--- config.mk ---
export PLATFORM = sky130hd
export DESIGN_NAME = clockgen_watchdog_and_output_ctl
export DESIGN_NICKNAME = d
export VERILOG_FILES = /design/src/clockgen_pkg.sv /design/src/wd_tick_gen.sv /design/src/clockgen_watchdog_and_output_ctl.sv
export VERILOG_INCLUDE_DIRS = /design/src /design/src/src
export SDC_FILE = /design/constraint.sdc
export NUM_CORES = 1
export LEC_CHECK = 0
export BUFFER_PORTS_ARGS = -buffer_cell sky130_fd_sc_hd__buf_2
export CAP_MARGIN = 20
export CORE_AREA = 2 2 107 109
export DETAILED_ROUTE_END_ITERATION = 8
export DIE_AREA = 0 0 109 111
export PLACE_DENSITY = 0.71
export RECOVER_POWER = 25
export SKIP_LAST_GASP = 1
export SYNTH_ARGS = -nofsm -noshare
export SYNTH_HDL_FRONTEND = slang
export SYNTH_SLANG_ARGS = --single-unit
--- constraint.sdc ---
create_clock -name clk -period 2.85 [get_ports clk]
set_input_delay 0.285 -clock clk [delete_from_list [all_inputs] [get_ports clk]]
set_output_delay 0.285 -clock clk [all_outputs]
set_load 0.01 [all_outputs]
--- src/clockgen_consts.svh ---
// Purpose: Offsets, field positions, reset values and timing counts for the
//          clock generator watchdog and output-tuning control.
// Assumes: 50 MHz system clock; control bytes reached by byte index.
// Notes:   Definitions only; include by bare name.
`ifndef CLOCKGEN_CONSTS_SVH
`define CLOCKGEN_CONSTS_SVH

// Control byte indices
`define WD_CFG_OFS      8'h08
`define DRV_WD_OFS      8'h09
`define SKEW_OFS        8'h0A

// Time-out configuration byte fields
`define WD_TICK_BIT     0
`define WD_COUNT_LSB    1
`define WD_COUNT_MSB    5

// Drive and watchdog control byte fields
`define USB_DRV_BIT     7
`define PCI_CLOCK_DRIVE_HIGH_BIT     6
`define MID_DRV_BIT     5
`define RST_WD_BIT      4
`define RST_FC_BIT      3
`define EXPIRED_BIT     2
`define RUN_BIT         1

// Skew control byte fields
`define CPU_SKEW_MSB    7
`define CPU_SKEW_LSB    5
`define PCI_SKEW_MSB    3
`define PCI_SKEW_LSB    2
`define MID_SKEW_MSB    1
`define MID_SKEW_LSB    0

// Power-on defaults
`define WD_COUNT_RST    5'h1F
`define WD_TICK_RST     1'h0
`define DRV_WD_RST      8'h00
`define SKEW_RST        8'h00

// Timing
`define CLK_MHZ         50
`define SHORT_TICK_MS   150
`define LONG_TICK_MS    2500
`define SHORT_TICK_CYC  (`SHORT_TICK_MS * 1000 * `CLK_MHZ)
`define LONG_TICK_CYC   (`LONG_TICK_MS * 1000 * `CLK_MHZ)
`define RESET_PULSE_NS  320
`define RESET_PULSE_CYC ((`RESET_PULSE_NS * `CLK_MHZ + 999) / 1000)
`define WD_FULL_UNITS   6'h20

`endif

--- src/clockgen_pkg.sv ---
// Purpose: Shared types for the clock generator watchdog control.
// Assumes: Constants come from clockgen_consts.svh.
// Notes:   Types only.
package clockgen_pkg;

   // Byte-level control access
   typedef struct packed {
      logic       wrEn;    // Write strobe, one cycle
      logic       rdEn;    // Read strobe, one cycle
      logic [7:0] addr;    // Control byte index
      logic [7:0] wrData;  // Write data
   } ctl_req_s;

   // Decoded skew settings in picoseconds
   typedef struct packed {
      logic signed [10:0] cpuPs;        // CPU output skew
      logic signed [10:0] pciPs;        // PCI output skew
      logic signed [10:0] midPs;        // Mid-rate output skew
      logic               pciReserved;  // Reserved PCI code seen
   } skew_s;

   // Watchdog states
   typedef enum logic [1:0] {
      WD_STOPPED,
      WD_ARMED,
      WD_COUNTING,
      WD_RECOVERY
   } wd_state_e;

endpackage

--- src/wd_tick_gen.sv ---
// Purpose: Tick-unit divider producing a one-cycle enable per watchdog unit.
// Assumes: Limits fit in 32 bits.
// Notes:   Restart realigns the unit so the first tick is a full unit.
`timescale 1ns/1ps
`include "clockgen_consts.svh"
module wd_tick_gen #(
   parameter int SHORT_CYC = `SHORT_TICK_CYC,
   parameter int LONG_CYC  = `LONG_TICK_CYC
) (
   // Clock and reset
   input  wire logic clk,
   input  wire logic nrst,
   // Control
   input  wire logic run,       // Count units while high
   input  wire logic restart,   // Realign unit boundary
   input  wire logic longUnit,  // 1 selects the long unit
   // Enable out
   output logic      tickPulse  // One cycle per elapsed unit
);

   logic [31:0] cnt_ff;  // Cycles into current unit
   logic [31:0] limit;   // Last cycle index of a unit

   // Unit length from tick select
   assign limit = longUnit ? 32'(LONG_CYC - 1) : 32'(SHORT_CYC - 1);

   // Unit counter and tick
   always_ff @(posedge clk) begin
      if (!nrst) begin
         cnt_ff    <= 32'h0;
         tickPulse <= 1'b0;
      end else if (!run || restart) begin
         cnt_ff    <= 32'h0;
         tickPulse <= 1'b0;
      end else if (cnt_ff >= limit) begin
         cnt_ff    <= 32'h0;
         tickPulse <= 1'b1;
      end else begin
         cnt_ff    <= cnt_ff + 32'h1;
         tickPulse <= 1'b0;
      end
   end

endmodule

--- src/clockgen_watchdog_and_output_ctl.sv ---
// Purpose: Fail-safe watchdog, reset pulse generation, drive and skew
//          selection of the clock synthesizer control bytes.
// Assumes: Byte-level access already decoded from the serial control bus;
//          frequency change attempts arrive as one-cycle pulses.
// Notes:   Read data is registered, one cycle after the read strobe.
`timescale 1ns/1ps
`include "clockgen_consts.svh"
module clockgen_watchdog_and_output_ctl
   import clockgen_pkg::*;
#(
   parameter int SHORT_CYC = `SHORT_TICK_CYC,
   parameter int LONG_CYC  = `LONG_TICK_CYC,
   parameter int PULSE_CYC = `RESET_PULSE_CYC
) (
   // Clock and reset
   input  wire logic       clk,
   input  wire logic       nrst,
   // Control byte access
   input  wire ctl_req_s   ctrlReq,
   output logic [7:0]      rdData,
   output logic            rdValid,
   // Frequency change path
   input  wire logic       freqChangeReq,
   output logic            freqChangeAccept,
   // Recovery frequency source
   input  wire logic       recoverySourceSelect,
   input  wire logic [4:0] freqSelectStraps,
   output logic            recoveryLock,
   output logic            recoveryLoad,
   output logic            recoveryUseProgrammed,
   output logic [4:0]      recoveryStraps,
   // System reset request
   output logic            sysResetOut,
   // Output tuning
   output logic            usbClockDriveHigh,
   output logic            pciClockDriveHigh,
   output logic            midClockDriveHigh,
   output skew_s           skewSel
);

   // Control bits
   logic [4:0] watchdogTimeoutCount_ff;  // Programmed units
   logic       watchdogTickSelect_ff;    // 0 short, 1 long unit
   logic       resetOnExpiryEnable_ff;   // Pulse on expiry
   logic       resetOnFreqChangeEnable_ff; // Pulse on frequency change
   logic       watchdogRun_ff;           // Watchdog run bit
   logic       watchdogExpiredFlag_ff;   // Sticky time-out status
   logic       usbDrive_ff;              // 48/24 MHz drive
   logic       pciDrive_ff;              // PCI drive
   logic       midDrive_ff;              // Mid-rate drive
   logic [2:0] cpuSkewCode_ff;           // CPU skew code
   logic [1:0] pciSkewCode_ff;           // PCI skew code
   logic [1:0] midClockDelayCode_ff;     // Mid-rate skew code

   // Watchdog state
   wd_state_e  state_ff;                 // Current state
   wd_state_e  nxt_state;                // Next state
   logic [5:0] remain_ff;                // Units left
   logic [5:0] loadUnits;                // Reload value
   logic       tickPulse;                // One unit elapsed
   logic       expire;                   // Countdown done this cycle
   logic       freqAccepted;             // Change taken by the block

   // Reset pulse timing
   logic [15:0] pulseCnt_ff;             // Cycles of pulse left

   // Write strobes per byte
   logic wrCfg;
   logic wrDrv;
   logic wrSkew;

   // Byte decode
   assign wrCfg  = ctrlReq.wrEn && (ctrlReq.addr == `WD_CFG_OFS);
   assign wrDrv  = ctrlReq.wrEn && (ctrlReq.addr == `DRV_WD_OFS);
   assign wrSkew = ctrlReq.wrEn && (ctrlReq.addr == `SKEW_OFS);

   // Zero count stands for a full 32 units
   assign loadUnits = (watchdogTimeoutCount_ff == 5'h0) ? `WD_FULL_UNITS
                      : {1'b0, watchdogTimeoutCount_ff};

   // Frequency changes are refused while locked in recovery
   assign freqAccepted     = freqChangeReq && (state_ff != WD_RECOVERY);
   assign freqChangeAccept = freqAccepted;

   // Last unit elapsing ends the countdown
   assign expire = (state_ff == WD_COUNTING) && tickPulse
                   && (remain_ff == 6'h1);

   // CPU skew decode, signed picoseconds
   function automatic logic signed [10:0] cpuSkewPs(input logic [2:0] code);
      unique case (code)
         3'h0:    cpuSkewPs = 11'sh000;
         3'h1:    cpuSkewPs = -11'sh096;
         3'h2:    cpuSkewPs = -11'sh12C;
         3'h3:    cpuSkewPs = -11'sh1C2;
         3'h4:    cpuSkewPs = 11'sh096;
         3'h5:    cpuSkewPs = 11'sh12C;
         3'h6:    cpuSkewPs = 11'sh1C2;
         3'h7:    cpuSkewPs = 11'sh258;
      endcase
   endfunction

   // Two-bit skew decode; steps differ between PCI and mid-rate
   function automatic logic signed [10:0] pairSkewPs(input logic [1:0] code,
                                                     input logic       isPci);
      unique case (code)
         2'h0:    pairSkewPs = 11'sh000;
         2'h1:    pairSkewPs = isPci ? -11'sh1F4 : -11'sh096;
         2'h2:    pairSkewPs = isPci ? 11'sh000 : 11'sh096;
         2'h3:    pairSkewPs = isPci ? 11'sh1F4 : 11'sh12C;
      endcase
   endfunction

   // Unit divider, realigned whenever the countdown is (re)loaded
   wd_tick_gen #(
      .SHORT_CYC (SHORT_CYC),
      .LONG_CYC  (LONG_CYC)
   ) u_tick (
      .clk       (clk),
      .nrst      (nrst),
      .run       (state_ff == WD_COUNTING),
      .restart   (freqAccepted),
      .longUnit  (watchdogTickSelect_ff),
      .tickPulse (tickPulse)
   );

   // Time-out configuration byte
   always_ff @(posedge clk) begin
      if (!nrst) begin
         watchdogTimeoutCount_ff <= `WD_COUNT_RST;
         watchdogTickSelect_ff   <= `WD_TICK_RST;
      end else if (wrCfg) begin
         watchdogTimeoutCount_ff <= ctrlReq.wrData[`WD_COUNT_MSB:`WD_COUNT_LSB];
         watchdogTickSelect_ff   <= ctrlReq.wrData[`WD_TICK_BIT];
      end
   end

   // Drive and watchdog control bits
   always_ff @(posedge clk) begin
      if (!nrst) begin
         usbDrive_ff                <= 1'(`DRV_WD_RST >> `USB_DRV_BIT);
         pciDrive_ff                <= 1'b0;
         midDrive_ff                <= 1'b0;
         resetOnExpiryEnable_ff     <= 1'b0;
         resetOnFreqChangeEnable_ff <= 1'b0;
         watchdogRun_ff             <= 1'b0;
      end else if (wrDrv) begin
         usbDrive_ff                <= ctrlReq.wrData[`USB_DRV_BIT];
         pciDrive_ff                <= ctrlReq.wrData[`PCI_CLOCK_DRIVE_HIGH_BIT];
         midDrive_ff                <= ctrlReq.wrData[`MID_DRV_BIT];
         resetOnExpiryEnable_ff     <= ctrlReq.wrData[`RST_WD_BIT];
         resetOnFreqChangeEnable_ff <= ctrlReq.wrData[`RST_FC_BIT];
         watchdogRun_ff             <= ctrlReq.wrData[`RUN_BIT];
      end
   end

   // Sticky expired flag; a time-out wins over a same-cycle clear
   always_ff @(posedge clk) begin
      if (!nrst) begin
         watchdogExpiredFlag_ff <= 1'b0;
      end else if (expire) begin
         watchdogExpiredFlag_ff <= 1'b1;
      end else if (wrDrv && ctrlReq.wrData[`EXPIRED_BIT]) begin
         watchdogExpiredFlag_ff <= 1'b0;
      end
   end

   // Skew control byte
   always_ff @(posedge clk) begin
      if (!nrst) begin
         cpuSkewCode_ff       <= 3'(`SKEW_RST >> `CPU_SKEW_LSB);
         pciSkewCode_ff       <= 2'h0;
         midClockDelayCode_ff <= 2'h0;
      end else if (wrSkew) begin
         cpuSkewCode_ff       <= ctrlReq.wrData[`CPU_SKEW_MSB:`CPU_SKEW_LSB];
         pciSkewCode_ff       <= ctrlReq.wrData[`PCI_SKEW_MSB:`PCI_SKEW_LSB];
         midClockDelayCode_ff <= ctrlReq.wrData[`MID_SKEW_MSB:`MID_SKEW_LSB];
      end
   end

   // Watchdog next state
   always_comb begin
      nxt_state = state_ff;
      unique case (state_ff)
         // Stopped until software sets run
         WD_STOPPED: begin
            if (watchdogRun_ff) begin
               nxt_state = WD_ARMED;
            end
         end
         // Waiting for the first frequency change
         WD_ARMED: begin
            if (!watchdogRun_ff) begin
               nxt_state = WD_STOPPED;
            end else if (freqAccepted) begin
               nxt_state = WD_COUNTING;
            end
         end
         // Counting units down
         WD_COUNTING: begin
            if (!watchdogRun_ff) begin
               nxt_state = WD_STOPPED;
            end else if (expire) begin
               nxt_state = WD_RECOVERY;
            end
         end
         // Locked until the run bit is cleared
         WD_RECOVERY: begin
            if (!watchdogRun_ff) begin
               nxt_state = WD_STOPPED;
            end
         end
      endcase
   end

   // State register
   always_ff @(posedge clk) begin
      if (!nrst) begin
         state_ff <= WD_STOPPED;
      end else begin
         state_ff <= nxt_state;
      end
   end

   // Countdown of remaining units
   always_ff @(posedge clk) begin
      if (!nrst) begin
         remain_ff <= 6'h0;
      end else if (state_ff != WD_COUNTING || freqAccepted) begin
         remain_ff <= loadUnits;
      end else if (tickPulse) begin
         remain_ff <= remain_ff - 6'h1;
      end
   end

   // Recovery capture on time-out
   always_ff @(posedge clk) begin
      if (!nrst) begin
         recoveryLoad          <= 1'b0;
         recoveryUseProgrammed <= 1'b0;
         recoveryStraps        <= 5'h0;
      end else begin
         recoveryLoad <= expire;
         if (expire) begin
            recoveryUseProgrammed <= recoverySourceSelect;
            recoveryStraps        <= freqSelectStraps;
         end
      end
   end

   // Recovery lock level
   always_ff @(posedge clk) begin
      if (!nrst) begin
         recoveryLock <= 1'b0;
      end else begin
         recoveryLock <= (nxt_state == WD_RECOVERY);
      end
   end

   // Reset pulse of fixed width from either trigger
   always_ff @(posedge clk) begin
      if (!nrst) begin
         pulseCnt_ff <= 16'h0;
         sysResetOut <= 1'b0;
      end else if ((expire && resetOnExpiryEnable_ff)
                   || (freqAccepted && resetOnFreqChangeEnable_ff)) begin
         pulseCnt_ff <= 16'(PULSE_CYC - 1);
         sysResetOut <= 1'b1;
      end else if (pulseCnt_ff != 16'h0) begin
         pulseCnt_ff <= pulseCnt_ff - 16'h1;
      end else begin
         sysResetOut <= 1'b0;
      end
   end

   // Drive and skew outputs
   always_ff @(posedge clk) begin
      if (!nrst) begin
         usbClockDriveHigh <= 1'b0;
         pciClockDriveHigh <= 1'b0;
         midClockDriveHigh <= 1'b0;
         skewSel           <= '0;
      end else begin
         usbClockDriveHigh   <= usbDrive_ff;
         pciClockDriveHigh   <= pciDrive_ff;
         midClockDriveHigh   <= midDrive_ff;
         skewSel.cpuPs       <= cpuSkewPs(cpuSkewCode_ff);
         skewSel.pciPs       <= pairSkewPs(pciSkewCode_ff, 1'b1);
         skewSel.pciReserved <= (pciSkewCode_ff == 2'h2);
         skewSel.midPs       <= pairSkewPs(midClockDelayCode_ff, 1'b0);
      end
   end

   // Registered read port; reserved bits and unknown bytes read zero
   always_ff @(posedge clk) begin
      if (!nrst) begin
         rdData  <= 8'h00;
         rdValid <= 1'b0;
      end else begin
         rdValid <= ctrlReq.rdEn;
         if (ctrlReq.rdEn) begin
            unique case (ctrlReq.addr)
               // Time-out configuration
               `WD_CFG_OFS: rdData <= {2'h0, watchdogTimeoutCount_ff, watchdogTickSelect_ff};
               // Drive and watchdog control with live status
               `DRV_WD_OFS: rdData <= {usbDrive_ff, pciDrive_ff, midDrive_ff,
                                       resetOnExpiryEnable_ff, resetOnFreqChangeEnable_ff,
                                       watchdogExpiredFlag_ff, watchdogRun_ff, 1'b0};
               // Skew codes
               `SKEW_OFS:   rdData <= {cpuSkewCode_ff, 1'b0, pciSkewCode_ff,
                                       midClockDelayCode_ff};
               // Unmapped byte
               default:     rdData <= 8'h00;
            endcase
         end
      end
   end

endmodule

==> Implementation_results.wiki <==
{| class="wikitable"
! Metric !! Value
|-
| Status || complete, but fails checks
|-
| Violations in the final reports || capacitance limit, slew limit
|-
| Cell accounting for the most synthesized area || sky130_fd_sc_hd__dfxtp_1
|-
| Die width || ~110 um
|-
| Post-DRT Antenna Nets || 0
|-
| Setup repair after global routing missed its margin || no
|-
| DRC violations left || 0
|-
| Max Transition Viols Final || 46
|-
| Core ar. || approximately 0.011 mm2
|-
| Transition time at the pin with the least slew margin || around 1.5 ns
|-
| Initial standard-cell utilization of the core || 48.8%
|-
| Most used cells in the layout excluding fill and tap cells || 117 x sky130_fd_sc_hd__dfxtp_1, 56 x sky130_fd_sc_hd__buf_2, 53 x sky130_fd_sc_hd__nand2_1
|-
| Later-pin clock latency in the skew report || 0.41 ns
|-
| # port buffers || between 70 and 80
|-
| Number of flops mapped to enable cells by yosys || 0
|-
| Cell depth of the worst hold path || 3
|-
| Number of cells produced by synthesis || around 570
|-
| Post-synth top area share || between 40% and 50%
|-
| FMAX || 403 MHz
|-
| Distinct cell type count after synthesis || between 50 and 60
|-
| Setup Fix Bufs, Post-CTS || 0
|-
| First-pass GRT wire length || approximately 18 mm
|-
| Die height || about 110 um
|-
| Router iterations before antenna repair || 4
|-
| TritonCTS clock tree || yes
|-
| Largest cells by area after synthesis || sky130_fd_sc_hd__dfxtp_1 43%, sky130_fd_sc_hd__ha_1 5.3%, sky130_fd_sc_hd__mux2i_1 5.0%
|-
| Worst slack after detailed placement || 0.366 ns
|-
| Final period utilization || between 80 and 90%
|-
| Predominant post-synthesis flop cell || sky130_fd_sc_hd__dfxtp_1
|-
| Num ports || just over 80
|-
| Basic-gate share of the synthesized area counting and, or, nand and nor cells || between 20 and 30%
|-
| Layout cells sized above 1 || around 18%
|-
| WS Path Type || reg -> reg
|-
| Mapped Avg Cell Area || roughly 9.5 um2
|-
| Power density cells || slightly below 800 mW/mm2
|-
| Antenna diodes || 0
|-
| Required @ worst endpoint || about 3.2 ns
|-
| Pin count of the biggest net entering global routing || 46
|-
| Final hold violation count || 0
|-
| CTS H-tree depth || 4
|-
| Peak fanout along the critical path || 19
|-
| Total Negative Setup Slacks || 0 ns
|-
| Proportion of synthesized area in mux cells || under 10%
|-
| Arr. time, crit path || 2.80 ns
|-
| Remaining Overflow, GRT || 0
|-
| Most common library cell in the layout ignoring fill and taps || sky130_fd_sc_hd__dfxtp_1
|-
| Leakage dissipation || 2.62 nW
|-
| Least setup slack across all paths after layout || approximately 0.37 ns
|-
| Max-slew headroom || -1.45%
|-
| Maximum buffer depth of the clock tree || 2
|-
| Max Clock Skew || 0.00717 ns
|-
| Number of antenna violations at the first check in global routing || 0
|-
| Count of endpoints failing setup in the final report || 0
|-
| Post-cts repair resize count || 0
|-
| Ys Warns || 0
|-
| Hold buffer count at cts || 0
|-
| Row count || 39
|-
| Hold Crit Class || in -> reg
|-
| Clock slew at the register clock pins of the worst setup and hold paths || 0.05 ns
|-
| Root cell of the clock tree || sky130_fd_sc_hd__clkbuf_16
|-
| Post-Synth XOR/XNOR Area || approximately 6.8%
|-
| Async set-reset flop share out of synthesis || 0%
|-
| Dpl hpwl || 7.69 mm
|-
| Detailed Route Iter0 Violations || between 100 and 150
|-
| Minimum clock period after layout || between 2 and 2.5 ns
|-
| Final WL || ~11 mm
|-
| Final #Nets || between 600 and 700
|-
| Critical Path Sink Type || flop
|-
| Netlist area before placement || approximately 0.0054 mm2
|-
| Detail-routed net length per standard cell || 13.4 um
|-
| Reported max-cap violation count || 1
|-
| Arithmetic-cell share of the synthesized area counting full adders, half adders and majority gates || 5.32%
|-
| Dominant combinational cell family by area after synthesis || simple AND/OR/NAND/NOR gates
|-
| Worst supply voltage drop on vdd || slightly above 0.0004 V
|-
| Layout-stage area growth over the synthesis result || 19.3%
|-
| Total track usage || 18.9%
|-
| Compound-gate portion of the synthesized area || between 8 and 9%
|-
| Count of clock tree sinks || approximately 120
|-
| Routability congestion estimate from global placement || ~0.84
|-
| Ratio of routed vias to standard cells || 5.15
|-
| Routed via count || between 4000 and 5000
|-
| Via count of the first global-routing pass || about 4000
|-
| Area of the die || ~0.012 mm2
|-
| TritonCTS Buffers || 17
|-
| Critical Path Source Type || flop
|-
| Register bit count reported by yosys || between 100 and 150
|-
| Portion of the post-synthesis area used by sequential elements || between 40% and 50%
|-
| Reg2Reg Depth || 8
|}
==> path summary, 6_finish.rpt <==
check / from / end / slack [ns]
max: watchdogTickSelect_ff / u_tick.cnt_ff[15] / 0.37
min: ctrlReq[4] / watchdogTimeoutCount_ff[3] / 0.11
max reg2reg: watchdogTickSelect_ff / u_tick.cnt_ff[15] / 0.37
min reg2reg: recoveryStraps[1] / recoveryStraps[1] / 0.46
==> Yosys cell counts (3+ instances only) <==
cell type and count:
sky130_fd_sc_hd__and2_1 18, sky130_fd_sc_hd__a21boi_0 20, sky130_fd_sc_hd__nand2_1 53, sky130_fd_sc_hd__clkbuf_1 18, sky130_fd_sc_hd__inv_1 16, sky130_fd_sc_hd__and4_1 3
sky130_fd_sc_hd__nor4_1 6, sky130_fd_sc_hd__xnor2_1 17, sky130_fd_sc_hd__mux2i_1 27, sky130_fd_sc_hd__or3_1 4, sky130_fd_sc_hd__o211a_1 4, sky130_fd_sc_hd__buf_4 15
sky130_fd_sc_hd__nand3_1 19, sky130_fd_sc_hd__nor3_2 10, sky130_fd_sc_hd__buf_2 3, sky130_fd_sc_hd__nor4b_1 3, sky130_fd_sc_hd__nor3_1 23, sky130_fd_sc_hd__nor2_1 33
sky130_fd_sc_hd__ha_1 23, sky130_fd_sc_hd__nand2b_1 11, sky130_fd_sc_hd__a21oi_1 14, sky130_fd_sc_hd__o22ai_1 4, sky130_fd_sc_hd__nand4_1 14, sky130_fd_sc_hd__xor2_1 25
sky130_fd_sc_hd__and3_1 3, sky130_fd_sc_hd__o21ai_0 6, sky130_fd_sc_hd__dfxtp_1 117, sky130_fd_sc_hd__nor2b_1 23, sky130_fd_sc_hd__nor3b_1 4
==> final cells by class <==
class / count / area, um2
inverter: 16 / 60.1
sequential: 117 / 2340
tap: 143 / 179
multi-input combinational: 407 / 2810
clock inverter: 9 / 173
fill: 952 / 4630
clock buffer: 22 / 484
timing repair buffer: 84 / 404
==> cells by family after synthesis <==
kind of cell	Yosys count
AOI/OAI and AO/OA	63
xor gates and xnor gates	42
adders and majority gates	23
buffers and inverters	55
DFF	117
muxes	28
other	1
and+or+nand+nor	243
==> critical path, stage by stage, from the launching register on <==
cell and delay, ns:
sky130_fd_sc_hd__dfxtp_1 0.44, sky130_fd_sc_hd__inv_1 0.19, sky130_fd_sc_hd__ha_1 0.30, sky130_fd_sc_hd__and4_1 0.17
sky130_fd_sc_hd__a221o_1 0.34, sky130_fd_sc_hd__a221oi_1 0.33, sky130_fd_sc_hd__o2111ai_2 0.18, sky130_fd_sc_hd__buf_4 0.23
sky130_fd_sc_hd__nor3_1 0.21
==> metal layers <==
| layer | part of all wire (%) | vias to the layer above | GRT usage [%] |
|---|---|---|---|
| met2 | 49 | 76 | 31.3 |
| met5 | 0 | - | 0 |
| met3 | 3.7 | 11 | 5.06 |
| li1 | - | 2096 | - |
| met1 | 46 | 1929 | 23.3 |
| met4 | 1.2 | 0 | 6.67 |
==> state kept, by name (all words and copies together) (netlist names), 2 cells and up <==
signal / flops
remain_ff: 6
pciSkewCode_ff: 2
midClockDelayCode_ff: 2
pulseCnt_ff: 16
skewSel: 19
u_tick.cnt_ff: 32
state_ff: 2
recoveryStraps: 5
watchdogTimeoutCount_ff: 5
cpuSkewCode_ff: 3
rdData: 8
==> through the flow <==
step / area (um2) / instances / util (%) / total power [mW] / hold WS (ns)
final: 6450 / 798 / 58.2 / 4.97 / 0.106
after CTS: 6480 / 798 / 58.5 / 5.01 / 0.0905
after global placement: 5830 / 767 / 52.6 / 2.63 / 0.447
after floorplan: 5430 / 579 / - / 2.51 / 0.410
after global routing: 6450 / 798 / 58.2 / 5.21 / 0.114
after detailed placement: 5830 / 767 / 52.6 / 2.65 / 0.455
==> where the power goes <==
| group | internal (mW) | switching (mW) | leakage [nW] |
|---|---|---|---|
| logic | 0.345 | 0.433 | 1.35 |
| clock network | 1.63 | 0.703 | 0.322 |
| registers | 1.75 | 0.105 | 0.949 |
Power figures use the tool's default switching activity.
